File: src/hdl/aim_pkg.sv
/*
  Constants, field positions and carrier structs for the acquisition
  interrupt and scan control register bank.
  Assumes a 16-bit word-wide host register port and synchronous inputs.
*/
package aim_pkg;

  // ----------------------------------------------------------------
  // Register map
  // ----------------------------------------------------------------
  localparam logic [1:0] AIM_OFF_IRQ = 2'h0;
  localparam logic [1:0] AIM_OFF_SCAN = 2'h2;

  // ----------------------------------------------------------------
  // Interrupt register fields
  // ----------------------------------------------------------------
  localparam int AIM_B_SRC_LO = 0;
  localparam int AIM_B_GEN_EN = 2;
  localparam int AIM_B_DHF_EN = 3;
  localparam int AIM_B_ACQ_EN = 4;
  localparam int AIM_B_DHF = 5;
  localparam int AIM_B_ACQ = 6;
  localparam int AIM_B_GEN = 7;
  localparam int AIM_B_EXT = 8;
  localparam int AIM_B_BURST = 9;
  localparam int AIM_B_AHF = 10;
  localparam int AIM_B_ANE = 11;
  localparam int AIM_B_ANE_LIVE = 12;
  localparam int AIM_B_DEM_EN = 12;
  localparam int AIM_B_OVF = 13;
  localparam int AIM_B_DEM = 14;

  // ----------------------------------------------------------------
  // Scan register fields and reset values
  // ----------------------------------------------------------------
  localparam int AIM_B_START = 0;
  localparam int AIM_B_STOP = 4;
  localparam int AIM_B_RANGE = 8;
  localparam int AIM_B_SE = 10;
  localparam int AIM_B_POL = 11;
  localparam int AIM_B_PACER = 12;
  localparam logic [15:0] AIM_IRQ_WR_MASK = 16'h101f;
  localparam logic [15:0] AIM_SCAN_WR_MASK = 16'h3fff;
  localparam logic [15:0] AIM_RST_WORD = 16'h0000;
  localparam logic [8:0] AIM_HALF_LEVEL = 9'h0ff;

  typedef enum logic [1:0] {
    AIM_SRC_EXT = 2'b00,
    AIM_SRC_SCAN = 2'b01,
    AIM_SRC_HALF = 2'b10,
    AIM_SRC_NE = 2'b11
  } aim_src_e;

  typedef enum logic [1:0] {
    AIM_PACE_SW = 2'b00,
    AIM_PACE_CTR = 2'b01,
    AIM_PACE_FALL = 2'b10,
    AIM_PACE_RISE = 2'b11
  } aim_pace_e;

  // Events coming in from the converter, FIFOs and pins
  typedef struct packed {
    logic ext_irq;
    logic conv_done;
    logic burst_end;
    logic burst_on;
    logic acq_done;
    logic dac_half_full;
    logic dac_empty;
    logic adc_overrun;
    logic adc_fifo_clear;
    logic [8:0] adc_level;
  } aim_evt_s;

  // Analog front-end settings going out
  typedef struct packed {
    logic [3:0] channel;
    logic [1:0] range_select;
    logic single_vs_diff_sel;
    logic polarity_sel;
    logic [1:0] pacer_source_sel;
  } aim_fe_s;

endpackage : aim_pkg

File: src/hdl/aim_regs.sv
/*
  Interrupt/FIFO status and channel scan control registers.
  Assumes host strobes are one-cycle, synchronous, word wide.
*/
module aim_regs
  import aim_pkg::*;
(
  input wire logic sys_clk,
  input wire logic nrst,
  input wire logic host_wr,
  input wire logic host_rd,
  input wire logic [1:0] host_addr,
  input wire logic [15:0] host_wdata,
  output logic [15:0] host_rdata,
  input wire aim_evt_s evt,
  output aim_fe_s fe,
  output logic irq_out
);

  // ----------------------------------------------------------------
  // Decode
  // ----------------------------------------------------------------
  logic wr_irq;
  logic wr_scan;
  logic ext_d_reg;
  logic ext_rise;
  logic adc_ne;
  logic adc_half;
  logic gen_evt;
  logic [15:0] ctl_reg;
  logic [15:0] scan_reg;
  logic [3:0] chan_reg;
  logic dhf_reg;
  logic acq_reg;
  logic gen_reg;
  logic ext_reg;
  logic bur_reg;
  logic ahf_reg;
  logic ane_reg;
  logic ovf_reg;
  logic dem_reg;
  logic [15:0] rd_next;

  assign wr_irq = host_wr && (host_addr == AIM_OFF_IRQ);
  assign wr_scan = host_wr && (host_addr == AIM_OFF_SCAN);
  assign ext_rise = evt.ext_irq && !ext_d_reg;
  assign adc_ne = (evt.adc_level != 9'h000);
  assign adc_half = (evt.adc_level > AIM_HALF_LEVEL);

  // ----------------------------------------------------------------
  // General source select
  // ----------------------------------------------------------------
  always_comb
  begin
    case (aim_src_e'(ctl_reg[AIM_B_SRC_LO +: 2]))
      AIM_SRC_EXT: gen_evt = ext_rise;
      AIM_SRC_SCAN: gen_evt = evt.conv_done && (chan_reg == fe_stop());
      AIM_SRC_HALF: gen_evt = adc_half;
      AIM_SRC_NE: gen_evt = adc_ne;
      default: gen_evt = 1'b0;
    endcase
  end

  function automatic logic [3:0] fe_stop();
    fe_stop = scan_reg[AIM_B_STOP +: 4];
  endfunction

  // ----------------------------------------------------------------
  // Control storage
  // ----------------------------------------------------------------
  always_ff @(posedge sys_clk)
  begin
    if (!nrst)
      ctl_reg <= AIM_RST_WORD;
    else if (wr_irq)
      ctl_reg <= host_wdata & AIM_IRQ_WR_MASK;
  end

  always_ff @(posedge sys_clk)
  begin
    if (!nrst)
      scan_reg <= AIM_RST_WORD;
    else if (wr_scan)
      scan_reg <= host_wdata & AIM_SCAN_WR_MASK;
  end

  always_ff @(posedge sys_clk)
  begin
    if (!nrst)
      ext_d_reg <= 1'b0;
    else
      ext_d_reg <= evt.ext_irq;
  end

  // ----------------------------------------------------------------
  // Scan channel sequencer
  // ----------------------------------------------------------------
  always_ff @(posedge sys_clk)
  begin
    if (!nrst)
      chan_reg <= 4'h0;
    else if (wr_scan)
      chan_reg <= host_wdata[AIM_B_START +: 4];
    else if (evt.conv_done)
    begin
      if (chan_reg == fe_stop())
        chan_reg <= scan_reg[AIM_B_START +: 4];
      else
        chan_reg <= chan_reg + 4'h1;
    end
  end

  // ----------------------------------------------------------------
  // Status flags; an event set wins over the host clear
  // ----------------------------------------------------------------
  always_ff @(posedge sys_clk)
  begin
    if (!nrst)
      dhf_reg <= 1'b0;
    else if (evt.dac_half_full && ctl_reg[AIM_B_DHF_EN])
      dhf_reg <= 1'b1;
    else if (wr_irq && host_wdata[AIM_B_DHF])
      dhf_reg <= 1'b0;
  end

  always_ff @(posedge sys_clk)
  begin
    if (!nrst)
      acq_reg <= 1'b0;
    else if (evt.acq_done && ctl_reg[AIM_B_ACQ_EN])
      acq_reg <= 1'b1;
    else if (wr_irq && host_wdata[AIM_B_ACQ])
      acq_reg <= 1'b0;
  end

  always_ff @(posedge sys_clk)
  begin
    if (!nrst)
      gen_reg <= 1'b0;
    else if (gen_evt && ctl_reg[AIM_B_GEN_EN])
      gen_reg <= 1'b1;
    else if (wr_irq && host_wdata[AIM_B_GEN])
      gen_reg <= 1'b0;
  end

  // External flag clears with the general clear, whatever the source select
  always_ff @(posedge sys_clk)
  begin
    if (!nrst)
      ext_reg <= 1'b0;
    else if (ext_rise)
      ext_reg <= 1'b1;
    else if (wr_irq && host_wdata[AIM_B_GEN])
      ext_reg <= 1'b0;
  end

  always_ff @(posedge sys_clk)
  begin
    if (!nrst)
      bur_reg <= 1'b0;
    else if (!evt.burst_on)
      bur_reg <= 1'b0;
    else if (evt.burst_end)
      bur_reg <= 1'b1;
    else if (wr_irq && host_wdata[AIM_B_GEN])
      bur_reg <= 1'b0;
  end

  // Level driven; follows the FIFO so it drops once drained below half
  always_ff @(posedge sys_clk)
  begin
    if (!nrst)
      ahf_reg <= 1'b0;
    else if (adc_half)
      ahf_reg <= 1'b1;
    else if (evt.adc_fifo_clear || !adc_half)
      ahf_reg <= 1'b0;
  end

  always_ff @(posedge sys_clk)
  begin
    if (!nrst)
      ane_reg <= 1'b0;
    else if (evt.adc_fifo_clear || !adc_ne)
      ane_reg <= 1'b0;
    else
      ane_reg <= 1'b1;
  end

  always_ff @(posedge sys_clk)
  begin
    if (!nrst)
      ovf_reg <= 1'b0;
    else if (evt.adc_overrun)
      ovf_reg <= 1'b1;
    else if (wr_irq && host_wdata[AIM_B_OVF])
      ovf_reg <= 1'b0;
  end

  always_ff @(posedge sys_clk)
  begin
    if (!nrst)
      dem_reg <= 1'b0;
    else if (evt.dac_empty && ctl_reg[AIM_B_DEM_EN])
      dem_reg <= 1'b1;
    else if (wr_irq && host_wdata[AIM_B_DEM])
      dem_reg <= 1'b0;
  end

  // ----------------------------------------------------------------
  // Read path
  // ----------------------------------------------------------------
  always_comb
  begin
    rd_next = 16'h0000;
    if (host_addr == AIM_OFF_IRQ)
    begin
      rd_next[AIM_B_DHF] = dhf_reg;
      rd_next[AIM_B_ACQ] = acq_reg;
      rd_next[AIM_B_GEN] = gen_reg;
      rd_next[AIM_B_EXT] = ext_reg;
      rd_next[AIM_B_BURST] = bur_reg;
      rd_next[AIM_B_AHF] = ahf_reg;
      rd_next[AIM_B_ANE] = ane_reg;
      rd_next[AIM_B_ANE_LIVE] = adc_ne;
      rd_next[AIM_B_OVF] = ovf_reg;
      rd_next[AIM_B_DEM] = dem_reg;
    end
    else if (host_addr == AIM_OFF_SCAN)
      rd_next = scan_reg;
  end

  always_ff @(posedge sys_clk)
  begin
    if (!nrst)
      host_rdata <= 16'h0000;
    else if (host_rd)
      host_rdata <= rd_next;
  end

  // ----------------------------------------------------------------
  // Front-end outputs
  // ----------------------------------------------------------------
  always_ff @(posedge sys_clk)
  begin
    if (!nrst)
      fe <= '0;
    else
    begin
      fe.channel <= chan_reg;
      fe.range_select <= scan_reg[AIM_B_RANGE +: 2];
      fe.single_vs_diff_sel <= scan_reg[AIM_B_SE];
      fe.polarity_sel <= scan_reg[AIM_B_POL];
      fe.pacer_source_sel <= scan_reg[AIM_B_PACER +: 2];
    end
  end

  // Shared request line, OR of the latched enabled flags
  always_ff @(posedge sys_clk)
  begin
    if (!nrst)
      irq_out <= 1'b0;
    else
      irq_out <= dhf_reg | acq_reg | gen_reg | dem_reg;
  end

endmodule // aim_regs

File: config.mk
export PLATFORM = sky130hd
export DESIGN_NAME = aim_regs
export DESIGN_NICKNAME = d
export VERILOG_FILES = /design/src/hdl/aim_pkg.sv /design/src/hdl/aim_regs.sv
export SDC_FILE = /design/constraint.sdc
export NUM_CORES = 1
export LEC_CHECK = 0
export ABC_AREA = 1
export BUFFER_PORTS_ARGS = -buffer_cell sky130_fd_sc_hd__buf_2
export CAP_MARGIN = 10
export CORE_ASPECT_RATIO = 1.25
export CORE_UTILIZATION = 35
export DETAILED_ROUTE_END_ITERATION = 16
export SETUP_SLACK_MARGIN = 0.15
export SYNTH_ARGS = -nofsm -noshare
export SYNTH_HDL_FRONTEND = slang
export SYNTH_SLANG_ARGS = --single-unit
File: constraint.sdc
create_clock -name sys_clk -period 1.9 [get_ports sys_clk]
set_input_delay 0.095 -clock sys_clk [delete_from_list [all_inputs] [get_ports sys_clk]]
set_output_delay 0.095 -clock sys_clk [all_outputs]
set_load 0.005 [all_outputs]
After elaboration in Yosys (flattened, before gate mapping)

Index checks and enable logic that the tools add are counted.
Widths: inputs -> output; s select.

$mul: 0
Shift operators: 0
Bitwise gates (word level): 3
Reductions and logical operators: 31
Order comparisons: 1
Divide/modulo/power cells: 0
Eq/ne operators: 5
Muxes and demuxes: 23
Add/sub/neg operators: 1

Operator list:

| cell                | count |
|---|---|
| $reduce_bool 2->1   | 9 |
| $mux 1              | 16 |
| $mux 14             | 1 |
| $logic_and 1x1->1   | 13 |
| $mux 4              | 3 |
| $mux 10             | 1 |
| $gt 9x8->1 const B  | 1 |
| $reduce_bool 9->1   | 1 |
| $eq 2x2->1 const B  | 3 |
| $mux 5              | 1 |
| $add 4x1->4 const B | 1 |
| $eq 4x4->1          | 1 |
| $logic_not 2->1     | 2 |
| $pmux 1 s4          | 1 |
| $logic_not 1->1     | 3 |
| $or 1x1->1          | 3 |
| $eq 2x1->1 const B  | 1 |
| $logic_or 1x1->1    | 2 |
| $reduce_and 2->1    | 1 |

Output and inout bits: 27
Memory bits (read-only): 0
Memories: 0
Bits in registers: 61
RAM bits: 0
Latch bits: 0
Logic and storage cells: 84

Logic depth before layout (Yosys ltp)

Gate-level depths: netlist of the first run.

Word-level depth: 5
Depth in mapped cells: 8
Depth with buffers taken out: 8

Least setup slack after synthesis of the first run

No wires, ideal clock.

Kind: register to register
Start: register chan_reg[1]
End: register chan_reg[3]
Data arrival time: 1.037 ns
Setup time: 0.067 ns
Setup slack: 0.796 ns
Stages on the path, launching flop included: 9
Data required time: 1.833 ns
Path buffers: 0
Period minus slack after synthesis: 1.104 ns
Path through: dfxtp_1 > inv_1 > nand2_1 > nand2_1 > nor2_2 > nand2_2 > nand2_1 > nand3_1 > a21oi_2

Cells in the longest elaborated chain, start to end: 4

Ends and longest elaborated chain:

| what                                      | line                             | text |
|---|---|---|
| start: declaration                        | aim_regs.sv:32                   | `logic [3:0] chan_reg;` |
| start signal: assignment                  | aim_regs.sv:103                  | `chan_reg <= host_wdata[AIM_B_START +: 4];` |
| start signal: assignment                  | aim_regs.sv:107                  | `chan_reg <= scan_reg[AIM_B_START +: 4];` |
| start signal: assignment                  | aim_regs.sv:109                  | `chan_reg <= chan_reg + 4'h1;` |
| $add 4x1->4 or $eq 4x4->1 (tied branches) | aim_regs.sv:109, aim_regs.sv:106 |  |
| $mux 4 *                                  | aim_regs.sv:106                  | `if (chan_reg == fe_stop())` |
| $mux 4 *                                  | aim_regs.sv:104                  | `else if (evt.conv_done)` |
| $mux 4 *                                  | aim_regs.sv:102                  | `else if (wr_scan)` |

Every way passes the cells marked *; elsewhere a longest branch is shown, timed or not. The select of a mux whose other input is x is not followed.
A chain may end at the register's enable or synchronous reset.

Worst setup path after layout of the first run

Start: input host_addr[1]
End: register bur_reg

Cells in the longest elaborated chain, start to end: 4

Ends and longest elaborated chain:

| what                               | line            | text |
|---|---|---|
| start: declaration                 | aim_regs.sv:12  | `input wire logic [1:0] host_addr,` |
| $logic_not 2->1                    | aim_regs.sv:44  | `assign wr_irq = host_wr && (host_addr == AIM_OFF_IRQ);` |
| $logic_and 1x1->1                  | aim_regs.sv:44  |  |
| $logic_and 1x1->1                  | aim_regs.sv:165 | `else if (wr_irq && host_wdata[AIM_B_GEN])` |
| $reduce_bool 2->1 (no source line) | n/a             |  |
| end signal: assignment             | aim_regs.sv:162 | `bur_reg <= 1'b0;` |
| end signal: assignment             | aim_regs.sv:164 | `bur_reg <= 1'b1;` |
| end signal: assignment             | aim_regs.sv:166 | `bur_reg <= 1'b0;` |
| end: declaration                   | aim_regs.sv:37  | `logic bur_reg;` |

Every way passes these cells.

==> summary.md, run 1 <==
| Metric | Value |
|---|---|
| Diodes inserted | `0` |
| Max FFs per register | `15` |
| Core ar. | `6650 um2` |
| Period utilisation layout | `77.5%` |
| Startpoint Class | `input port` |
| Post-route minimum period | `approximately 1.5 ns` |
| Cts bufs inserted | `9` |
| Nets | `438` |
| Post-route cell area | `3140 um2` |
| Max stage delay on crit path | `roughly 0.54 ns` |
| CTS tree | `built` |
| ANT nets after route | `0` |
| Clk sinks | `60` |
| Initial antenna violation count | `0` |
| Post-Syn Nets | `366` |
| Share of cells above drive strength 1 | `23.1%` |
| Endpoint class of the critical path | `flop` |
| Vias post-DR | `2,264` |
| Worst reg-to-reg path cell count | `8` |
| PwrDens | `1020 nW/um2` |
| Yosys Warn Count | `0` |
| Max Slew Vio Count | `0` |
| Number of H-tree levels | `3` |
| DP Area | `between 2000 and 3000 um2` |
| Slew HR | `a little over three fifths` |
| Mapped Area | `around 2400 um2` |
| Worst-path clk slew | `0.07 ns` |
| Clk Latency, worst-skew pair | `0.33 ns` |
| Flop2flop setup slack | `0.59 ns` |
| Status | `finished, final reports clean` |
| Delay-heaviest family, CP | `buffers and inverters` |
| Crit path DAT | `approximately 1.7 ns` |
| I/O pins | `67` |
| Global-route wire length before repair | `9930 um` |
| Final Skew | `0.00782 ns` |
| Clk root buf | `clkbuf_8` |
| Gates resized, CTS repair | `0` |
| Vias per Instance | `4.63` |
| Slew @ Worst Pin | `~0.56 ns` |
| Yosys top cell by area | `dfxtp_1` |
| Synth top area cells | `dfxtp_1, nand2_1, inv_1, a21oi_1, o21ai_0` |
| Pin count of the biggest net entering global routing | `45` |
| Slowest CP cell | `dlygate4sd3_1` |
| Chip Width | `between 70 and 80 um` |
| Crit path kind | `in2reg` |
| WP buf/inv | `3` |
| Global Route Usage Sum | `roughly 18%` |
| Final setup viols | `0` |
| Initial Utilization | `36.5%` |
| Die H | `around 95 um` |
| Hold depth | `3` |
| Vias in the first global route | `2,267` |
| RSZ-0062 raised after global routing | `no` |
| Final core occ | `a little under half` |
| Pre-antenna DRT Iters | `4` |
| Post-synthesis cell type count | `27` |
| Lkg Pwr | `1.52 nW` |
| Final setup TNS | `0 ns` |
| Total congestion overflow | `0` |
| Worst Hold Class | `in2reg` |
| DRC errors left | `0` |
| Initial drt markers | `121` |
| Worst-path maximum fanout | `10` |
| Dpl hpwl | `between 4000 and 5000 um` |
| Final Wtd Congestion | `between 0.8 and 0.9` |
| HP Start | `evt[13]` |
| Row cnt | `33` |
| Worst EP required | `2.12 ns` |
| Cells after Synth | `~330` |
| Top cell type's share of synthesized area | `49.5%` |
| Die area | `7270 um2` |
| #FFs+latches synth | `60` |
| Setup WS pre-CTS | `0.598 ns` |
| Post-route worst setup slack | `0.427 ns` |
| WHS Endpoint | `acq_reg$_SDFFE_PN0P_` |
| Worst R2R Start | `chan_reg[1]$_SDFFE_PN0P_` |
| Final wirelength | `5820 um` |
| IO Port Bufs | `64` |
| Routed wire length per instance | `between 10 and 15 um` |
| Worst R2R End | `chan_reg[0]$_SDFFE_PN0P_` |
| Area grow syn2layout | `29.4%` |
| Max Cap Viol | `0` |
| F_max | `approximately 680 MHz` |
| Final Hold Fails | `0` |
| Max Root-Sink Buffers | `2` |
| Sequential share of the synthesized area | `around half` |
| Average cell area after synthesis | `7.46 um2` |
| Worst vdd ir | `0.402 mV` |
| Crit-path cells | `buf_2 -> nor2_4 -> nand2_2 -> inv_2 -> nand2_1 -> a21oi_1 -> nor2_1 -> dlygate4sd3_1` |
## kinds of logic after synthesis
family | synth area share (%)
and+or+nand+nor | 21.4
other | 0.155
buffers and inverters | 10.4
adders and majority gates | 0.516
xor gates and xnor gates | 0.723
DFF | 49.5
AOI/OAI and AO/OA | 17.3
## final cells by class
class,instances,area [um2]
Timing Repair Buffer,73,405
Multi-Input combinational cell,201,971
Fill cell,698,3510
Tap cell,87,109
Sequential cell,60,1200
Inverter,52,200
Clock buffer,12,155
Clock inverter,4,95.1
## worst min-delay path, delay by kind of cell
kind	cells	cell delay, ns
AOI/OAI and AO/OA	1	0.05
buffers and inverters	1	0.10
and+or+nand+nor	1	0.06
## Yosys cell counts, drive strengths merged
cell    number
clkbuf       7
clkinv       1
nand3        9
xor2         1
dfxtp       60
nand2       79
o221ai       8
a31oi        2
buf          5
conb         1
o21bai       1
nor2        29
o21ai       30
xnor2        1
nand3b       4
inv         51
a21oi       35
ha           1
## report_power, final
part	leakage, nW	internal (mW)	switching [mW]
logic	0.901	0.161	0.226
registers	0.492	1.33	0.0473
clock network	0.127	0.942	0.488
## worst max path at each step
stage                              from                        to  slack, ns  depth (start not counted)
4_1_cts                    host_addr[1]      bur_reg$_SDFFE_PN0P_       0.44                          8
2_1_floorplan  chan_reg[1]$_SDFFE_PN0P_  chan_reg[3]$_SDFFE_PN0P_       0.80                          8
6_report                   host_addr[1]      bur_reg$_SDFFE_PN0P_       0.43                          8
5_1_grt                    host_addr[1]      bur_reg$_SDFFE_PN0P_       0.28                          8
3_3_place_gp   chan_reg[0]$_SDFFE_PN0P_  chan_reg[0]$_SDFFE_PN0P_       0.60                          8
3_5_place_dp   chan_reg[1]$_SDFFE_PN0P_  chan_reg[0]$_SDFFE_PN0P_       0.60                          8
## metal layers
layer	GRT usage (%)	part of all wire, %	vias up
met5	0	0	-
met4	11.1	3.1	0
met3	4.11	4.9	17
met2	29.4	47	68
met1	20.8	45	1006
li1	-	-	1173
## metrics by stage
stage	cells	hold WS (ns)	total power, mW
6_report	489	0.0128	3.20
5_1_grt	489	0.0177	3.34
4_1_cts	489	0.00526	3.22
3_5_place_dp	466	0.257	1.79
3_3_place_gp	466	0.255	1.78
2_1_floorplan	325	0.167	1.65
## cell usage in the layout (no fill, tap or decap), types with 2 or more instances in the layout
master,count
buf_2,64
dlygate4sd3_1,7
inv_2,3
nand2_1,76
a31oi_1,2
buf_4,2
nand2_2,2
inv_1,48
a21oi_1,34
o21ai_0,27
clkbuf_8,11
o221ai_1,8
nand3_1,9
nor2_4,3
nor2_1,25
dfxtp_1,60
o21ai_1,3
nand3b_1,4
bufinv_16,3
## repair_timing
| action | in CTS | in global routing |
|---|---|---|
| hold buffers | 7 | 0 |
| setup buffers | 0 | 0 |
| endpoints found under the hold margin | 6 | 0 |
Note: power is estimated with default switching activity, not from simulation.
==> run 2, diff against run 1 <==
ABC_AREA = 0   (was 1)
clock period = 1.4 ns   (was 1.9 ns; I/O delays follow)
==> summary.md, run 2 <==
| Metric | Value |
|---|---|
| Final Skew | `between 0.005 and 0.006 ns` |
| Area grow syn2layout | `39.5%` |
| Crit path kind | `reg2reg` |
| Cts bufs inserted | `9` |
| Global routing usage on met2 | `32.4%` |
| Pin count of the biggest net entering global routing | `16` |
| ANT nets after route | `0` |
| Max Slew Vio Count | `0` |
| Most common cell in the netlist | `dfxtp_1` |
| RSZ-0062 raised after global routing | `yes` |
| I/O pins | `67` |
| Share of cells above drive strength 1 | `29.4%` |
| Final core occ | `between 50% and 60%` |
| Max Root-Sink Buffers | `2` |
| Final wirelength | `5930 um` |
| Post-route minimum period | `1.32 ns` |
| Worst-path clk slew | `~0.060 ns` |
| Top cell type's share of synthesized area | `approximately half` |
| Max Cap Viol | `0` |
| Hold Worst Slack | `about 0.025 ns` |
| Average cell area after synthesis | `8.86 um2` |
| Max FFs per register | `15` |
| Post-Syn Nets | `about 300` |
| Cells after Synth | `265` |
| Final non-filler cell total | `454` |
| Lkg Pwr | `1.40 nW` |
| Global Route Usage Sum | `approximately a fifth` |
| Post-synthesis cell type count | `36` |
| Core ar. | `~6500 um2` |
| Pre-antenna DRT Iters | `4` |
| EDFF count, synth | `0` |
| Asr flop ratio synth | `0%` |
| Inst Count DP | `416` |
| Hold depth | `3` |
| Clk sinks | `60` |
| Sequential share of the synthesized area | `51.1%` |
| Post-synth top flop | `dfxtp_1` |
| Crit path DAT | `1.57 ns` |
| CTS tree | `built` |
| Worst Hold Class | `in2reg` |
| Most frequent cells in the layout | `buf_2, dfxtp_1, nand2_1` |
| Final Wtd Congestion | `0.740` |
| Final Hold Fails | `0` |
| Chip Width | `75.3 um` |
| Nets | `404` |
| Setup WS pre-CTS | `just under 0.07 ns` |
| Synth cell count leaders | `dfxtp_1, nand2_1, a21oi_1` |
| Top Usage Layer GRT | `met2` |
| Diodes inserted | `0` |
| Vias per Instance | `4.75` |
| Met1 Use GR | `21.2%` |
| #FFs+latches synth | `60` |
| Yosys Warn Count | `0` |
| Dpl hpwl | `4270 um` |
| Yosys top cell by area | `dfxtp_1` |
| F_max | `757 MHz` |
| Startpoint Class | `flop` |
| Global-route wire length before repair | `9790 um` |
| Vias post-DR | `between 2,000 and 2,500` |
| Endpoint class of the critical path | `flop` |
| Initial antenna violation count | `0` |
| Die H | `93.6 um` |
| Worst EP required | `1.65 ns` |
| Period utilisation layout | `94.4%` |
| Commonest non-fill, non-tap cell in the layout | `buf_2` |
| Initial Utilization | `~36%` |
| DRC errors left | `0` |
| IO Port Bufs | `64` |
| Final setup TNS | `0 ns` |
| Die area | `7040 um2` |
| Worst vdd ir | `0.529 mV` |
| Post-route worst setup slack | `0.0782 ns` |
| Total of fill cells in the finished design | `approximately 670` |
| Synth top area cells | `dfxtp_1, nand2_1, a21oi_1, mux2i_1, nor2_1` |
| Worst reg-to-reg path cell count | `4` |
| Final setup viols | `0` |
| PwrDens | `1130 nW/um2` |
| Row cnt | `33` |
| Initial drt markers | `93` |
| Total congestion overflow | `0` |
| Worst-path maximum fanout | `4` |
| M3 GR Usage | `3.99%` |
| Vias in the first global route | `2,164` |
| Number of H-tree levels | `3` |
| Status | `finished, final reports clean` |
| Clk root buf | `clkbuf_8` |
| Mapped Area | `between 2000 and 2500 um2` |
| Routed wire length per instance | `13.1 um` |
| Clk Latency, worst-skew pair | `0.33 ns` |
## run 2: critical path, cell delays in order (launching register included)
cell and delay [ns]:
dfxtp_4 0.37, xnor2_4 0.18, nand4_4 0.12, o311a_1 0.31, a221oi_2 0.25
## run 2: final timing paths
path | start | slack, ns | to
setup / recovery | chan_reg[3]$_SDFFE_PN0P_ | 0.08 | gen_reg$_SDFFE_PN0P_
hold / removal | host_wdata[0] | 0.02 | scan_reg[0]$_SDFFE_PN0P_
setup reg to reg | chan_reg[3]$_SDFFE_PN0P_ | 0.08 | gen_reg$_SDFFE_PN0P_
hold reg to reg | ctl_reg[3]$_SDFFE_PN0P_ | 0.46 | ctl_reg[3]$_SDFFE_PN0P_
## run 2: report_power, final
part           internal (mW)  switching [mW]  total (mW)
sequential              1.76          0.0466        1.81
combinational          0.230           0.197       0.426
clock                  0.824           0.632        1.46
total                   2.82           0.875        3.69
## run 2: cells by family after synthesis
| group | Yosys count | synth area share (%) |
|---|---|---|
| AOI/OAI and AO/OA | 52 | 12.8 |
| muxes | 14 | 6.02 |
| other | 1 | 0.160 |
| DFF | 60 | 51.1 |
| and+or+nand+nor | 114 | 22.9 |
| buffers and inverters | 17 | 2.93 |
| xor gates and xnor gates | 6 | 3.52 |
| adders and majority gates | 1 | 0.533 |
## run 2: area by class of cell
type,instances,area (um2),share of cell area [%]
sequential,60,1220,37.1
multi-input combinational,188,1100,33.6
timing repair buffer,100,648,19.8
clock buffer,14,183,5.57
tap,87,109,3.32
inverter,4,15.0,0.458
clock inverter,1,5.00,0.153
## run 2: per-stage QoR
step | cell area [um2] | power (mW)
6_report | 3280 | 3.69
5_1_grt | 3280 | 3.86
4_1_cts | 3260 | 3.72
3_5_place_dp | 2830 | 2.22
3_3_place_gp | 2830 | 2.21
2_1_floorplan | 2350 | 2.05
## run 2: per-layer routing
layer,share of wire (%),vias up,routed length (um)
li1,-,1081,-
met1,43,1002,2560
met2,50,57,2970
met3,4.1,16,242
met4,2.6,0,153
met5,0,-,0
## run 2: timing repair
item                                    CTS  global route
setup buffers                             0             0
hold buffers                             23             0
gates resized for setup                   6             2
endpoints found under the setup margin    1             4
pin swaps                                 4             1
endpoints found under the hold margin    24             0
==> run 3, diff against run 2 <==
CORE_ASPECT_RATIO = 0.9   (was 1.25)
clock period = 1.5 ns   (was 1.4 ns; I/O delays follow)
==> summary.md, run 3 (synthesized netlist as in run 2, its figures left out) <==
| Metric | Value |
|---|---|
| Commonest non-fill, non-tap cell in the layout | `buf_2` |
| Endpoint class of the critical path | `flop` |
| Post-route cell area | `3260 um2` |
| Clk Latency, worst-skew pair | `0.34 ns` |
| Final wirelength | `roughly 6000 um` |
| Initial drt markers | `~110` |
| Vias post-DR | `between 2,000 and 2,500` |
| Clock power share | `43.3%` |
| Final setup TNS | `0 ns` |
| Post-route minimum period | `1.33 ns` |
| Worst Hold Class | `in2reg` |
| CTS tree | `built` |
| Slowest CP cell | `dfxtp_4` |
| Share of cells above drive strength 1 | `28.7%` |
| Total congestion overflow | `0` |
| Global Route Usage Sum | `18.2%` |
| Worst-path clk slew | `0.07 ns` |
| Initial Utilization | `37.4%` |
| Most frequent cells in the layout | `buf_2, dfxtp_1, nand2_1` |
| Final Hold Fails | `0` |
| Die H | `roughly 80 um` |
| Max Root-Sink Buffers | `2` |
| Core ar. | `about 6300 um2` |
| Cts bufs inserted | `9` |
| DP Area | `2810 um2` |
| Max stage delay on crit path | `approximately 0.38 ns` |
| Max Slew Vio Count | `0` |
| Startpoint Class | `flop` |
| I/O pins | `67` |
| Crit path DAT | `1.58 ns` |
| Combinational Power Share | `10.7%` |
| ANT nets after route | `0` |
| Initial antenna violation count | `0` |
| Area grow syn2layout | `38.9%` |
| F_max | `750 MHz` |
| Number of H-tree levels | `3` |
| Chip Width | `88.3 um` |
| Max FFs per register | `15` |
| Lkg Pwr | `1.39 nW` |
| Vias per Instance | `4.66` |
| Pre-antenna DRT Iters | `4` |
| Reg power frac | `between 40 and 50%` |
| Max Cap Viol | `0` |
| Clk root buf | `clkbuf_8` |
| Clk sinks | `60` |
| Period utilisation layout | `88.8%` |
| Worst vdd ir | `around 0.76 mV` |
| Worst-path maximum fanout | `5` |
| Routed wire length per instance | `13.0 um` |
| Net Sw Frac | `23.0%` |
| Pin count of the biggest net entering global routing | `27` |
| Sw Pwr | `845 uW` |
| Final Skew | `0.00764 ns` |
| Setup WS pre-CTS | `roughly 0.11 ns` |
| Row cnt | `27` |
| Int Pwr | `2.83 mW` |
| PwrDens | `approximately 1100 nW/um2` |
| Crit-path cells | `xnor2_4 -> nand4_4 -> o311a_1 -> a221oi_2` |
| Die area | `7040 um2` |
| Tot Pwr | `3.67 mW` |
| DRC errors left | `0` |
| Final Wtd Congestion | `0.767` |
| Status | `finished, final reports clean` |
| Post-route worst setup slack | `0.167 ns` |
| WP buf/inv | `0` |
| Nets | `399` |
| RSZ-0062 raised after global routing | `yes` |
| Diodes inserted | `0` |
| Dpl hpwl | `4160 um` |
| Final setup viols | `0` |
| Final core occ | `51.9%` |
| Worst EP required | `approximately 1.8 ns` |
| Delay-heaviest family, CP | `compound AO/OA/AOI/OAI gates` |
| Crit path kind | `reg2reg` |
| IO Port Bufs | `between 60 and 70` |
| Global-route wire length before repair | `9490 um` |
| Vias in the first global route | `2,006` |
==> run 3: changes by cell type in the layout (fill, tap and decap cells not counted) <==
cell,change
clkbuf_8,-3
xnor2_4,-1
bufinv_16,+2
buf_12,+1
buf_4,-5
clkinv_2,+2
dlygate4sd3_1,-1
dfxtp_4,-1
xnor2_2,+1
dfxtp_1,+1
==> run 3: area by class of cell <==
cell class | count | area [um2]
flip-flops and latches | 60 | 1210
clock buffers | 11 | 141
multi-input cells | 188 | 1090
inverters | 4 | 15.0
well taps | 87 | 109
repair buffers | 95 | 621
clock inverters | 5 | 75.1
fillers | 611 | 3020
==> run 3: worst paths after layout <==
| check | startpoint | to | slack, ns | cells after the start |
|---|---|---|---|---|
| setup reg to reg | chan_reg[0]$_SDFFE_PN0P_ | gen_reg$_SDFFE_PN0P_ | 0.17 | 4 |
| setup / recovery | chan_reg[0]$_SDFFE_PN0P_ | gen_reg$_SDFFE_PN0P_ | 0.17 | 4 |
| hold reg to reg | ctl_reg[12]$_SDFFE_PN0P_ | ctl_reg[12]$_SDFFE_PN0P_ | 0.46 | 2 |
| hold / removal | host_wdata[7] | scan_reg[7]$_SDFFE_PN0P_ | 0.03 | 3 |
==> run 3: metal layers <==
layer / share of wire, % / track usage (%) / up-vias
met3: 6.3 / 6.93 / 7
met2: 45 / 28.6 / 63
met4: 0.94 / 4.35 / 0
met5: 0 / 0 / -
li1: - / - / 1077
met1: 48 / 23.4 / 949
==> run 3: stage by stage <==
stage / cells / hold slack, ns
2_1_floorplan: 265 / 0.151
3_3_place_gp: 412 / 0.239
3_5_place_dp: 412 / 0.243
4_1_cts: 450 / 0.00229
5_1_grt: 450 / 0.0244
6_report: 450 / 0.0287
==> run 3: power groups by stage <==
| stage | clock (mW) | sequential (mW) | combinational [mW] |
|---|---|---|---|
| 3_5_place_dp | 0 | 1.72 | 0.343 |
| 6_report | 1.59 | 1.69 | 0.392 |
| 2_1_floorplan | 0 | 1.71 | 0.203 |
| 3_3_place_gp | 0 | 1.72 | 0.342 |
| 5_1_grt | 1.70 | 1.70 | 0.437 |
| 4_1_cts | 1.63 | 1.69 | 0.388 |
==> run 3: worst register-to-register path: stages, from the launching register on <==
cell and delay [ns]:
dfxtp_4 0.38, xnor2_4 0.18, nand4_4 0.11, o311a_1 0.32
a221oi_2 0.26
==> run 3: repair_timing <==
action	in CTS	in global routing
endpoints found under the hold margin	23	0
setup buffers	0	0
gates resized for setup	4	3
cloned	0	0
hold buffers	22	0
setup endpoints to repair	1	1
pin swaps	2	3
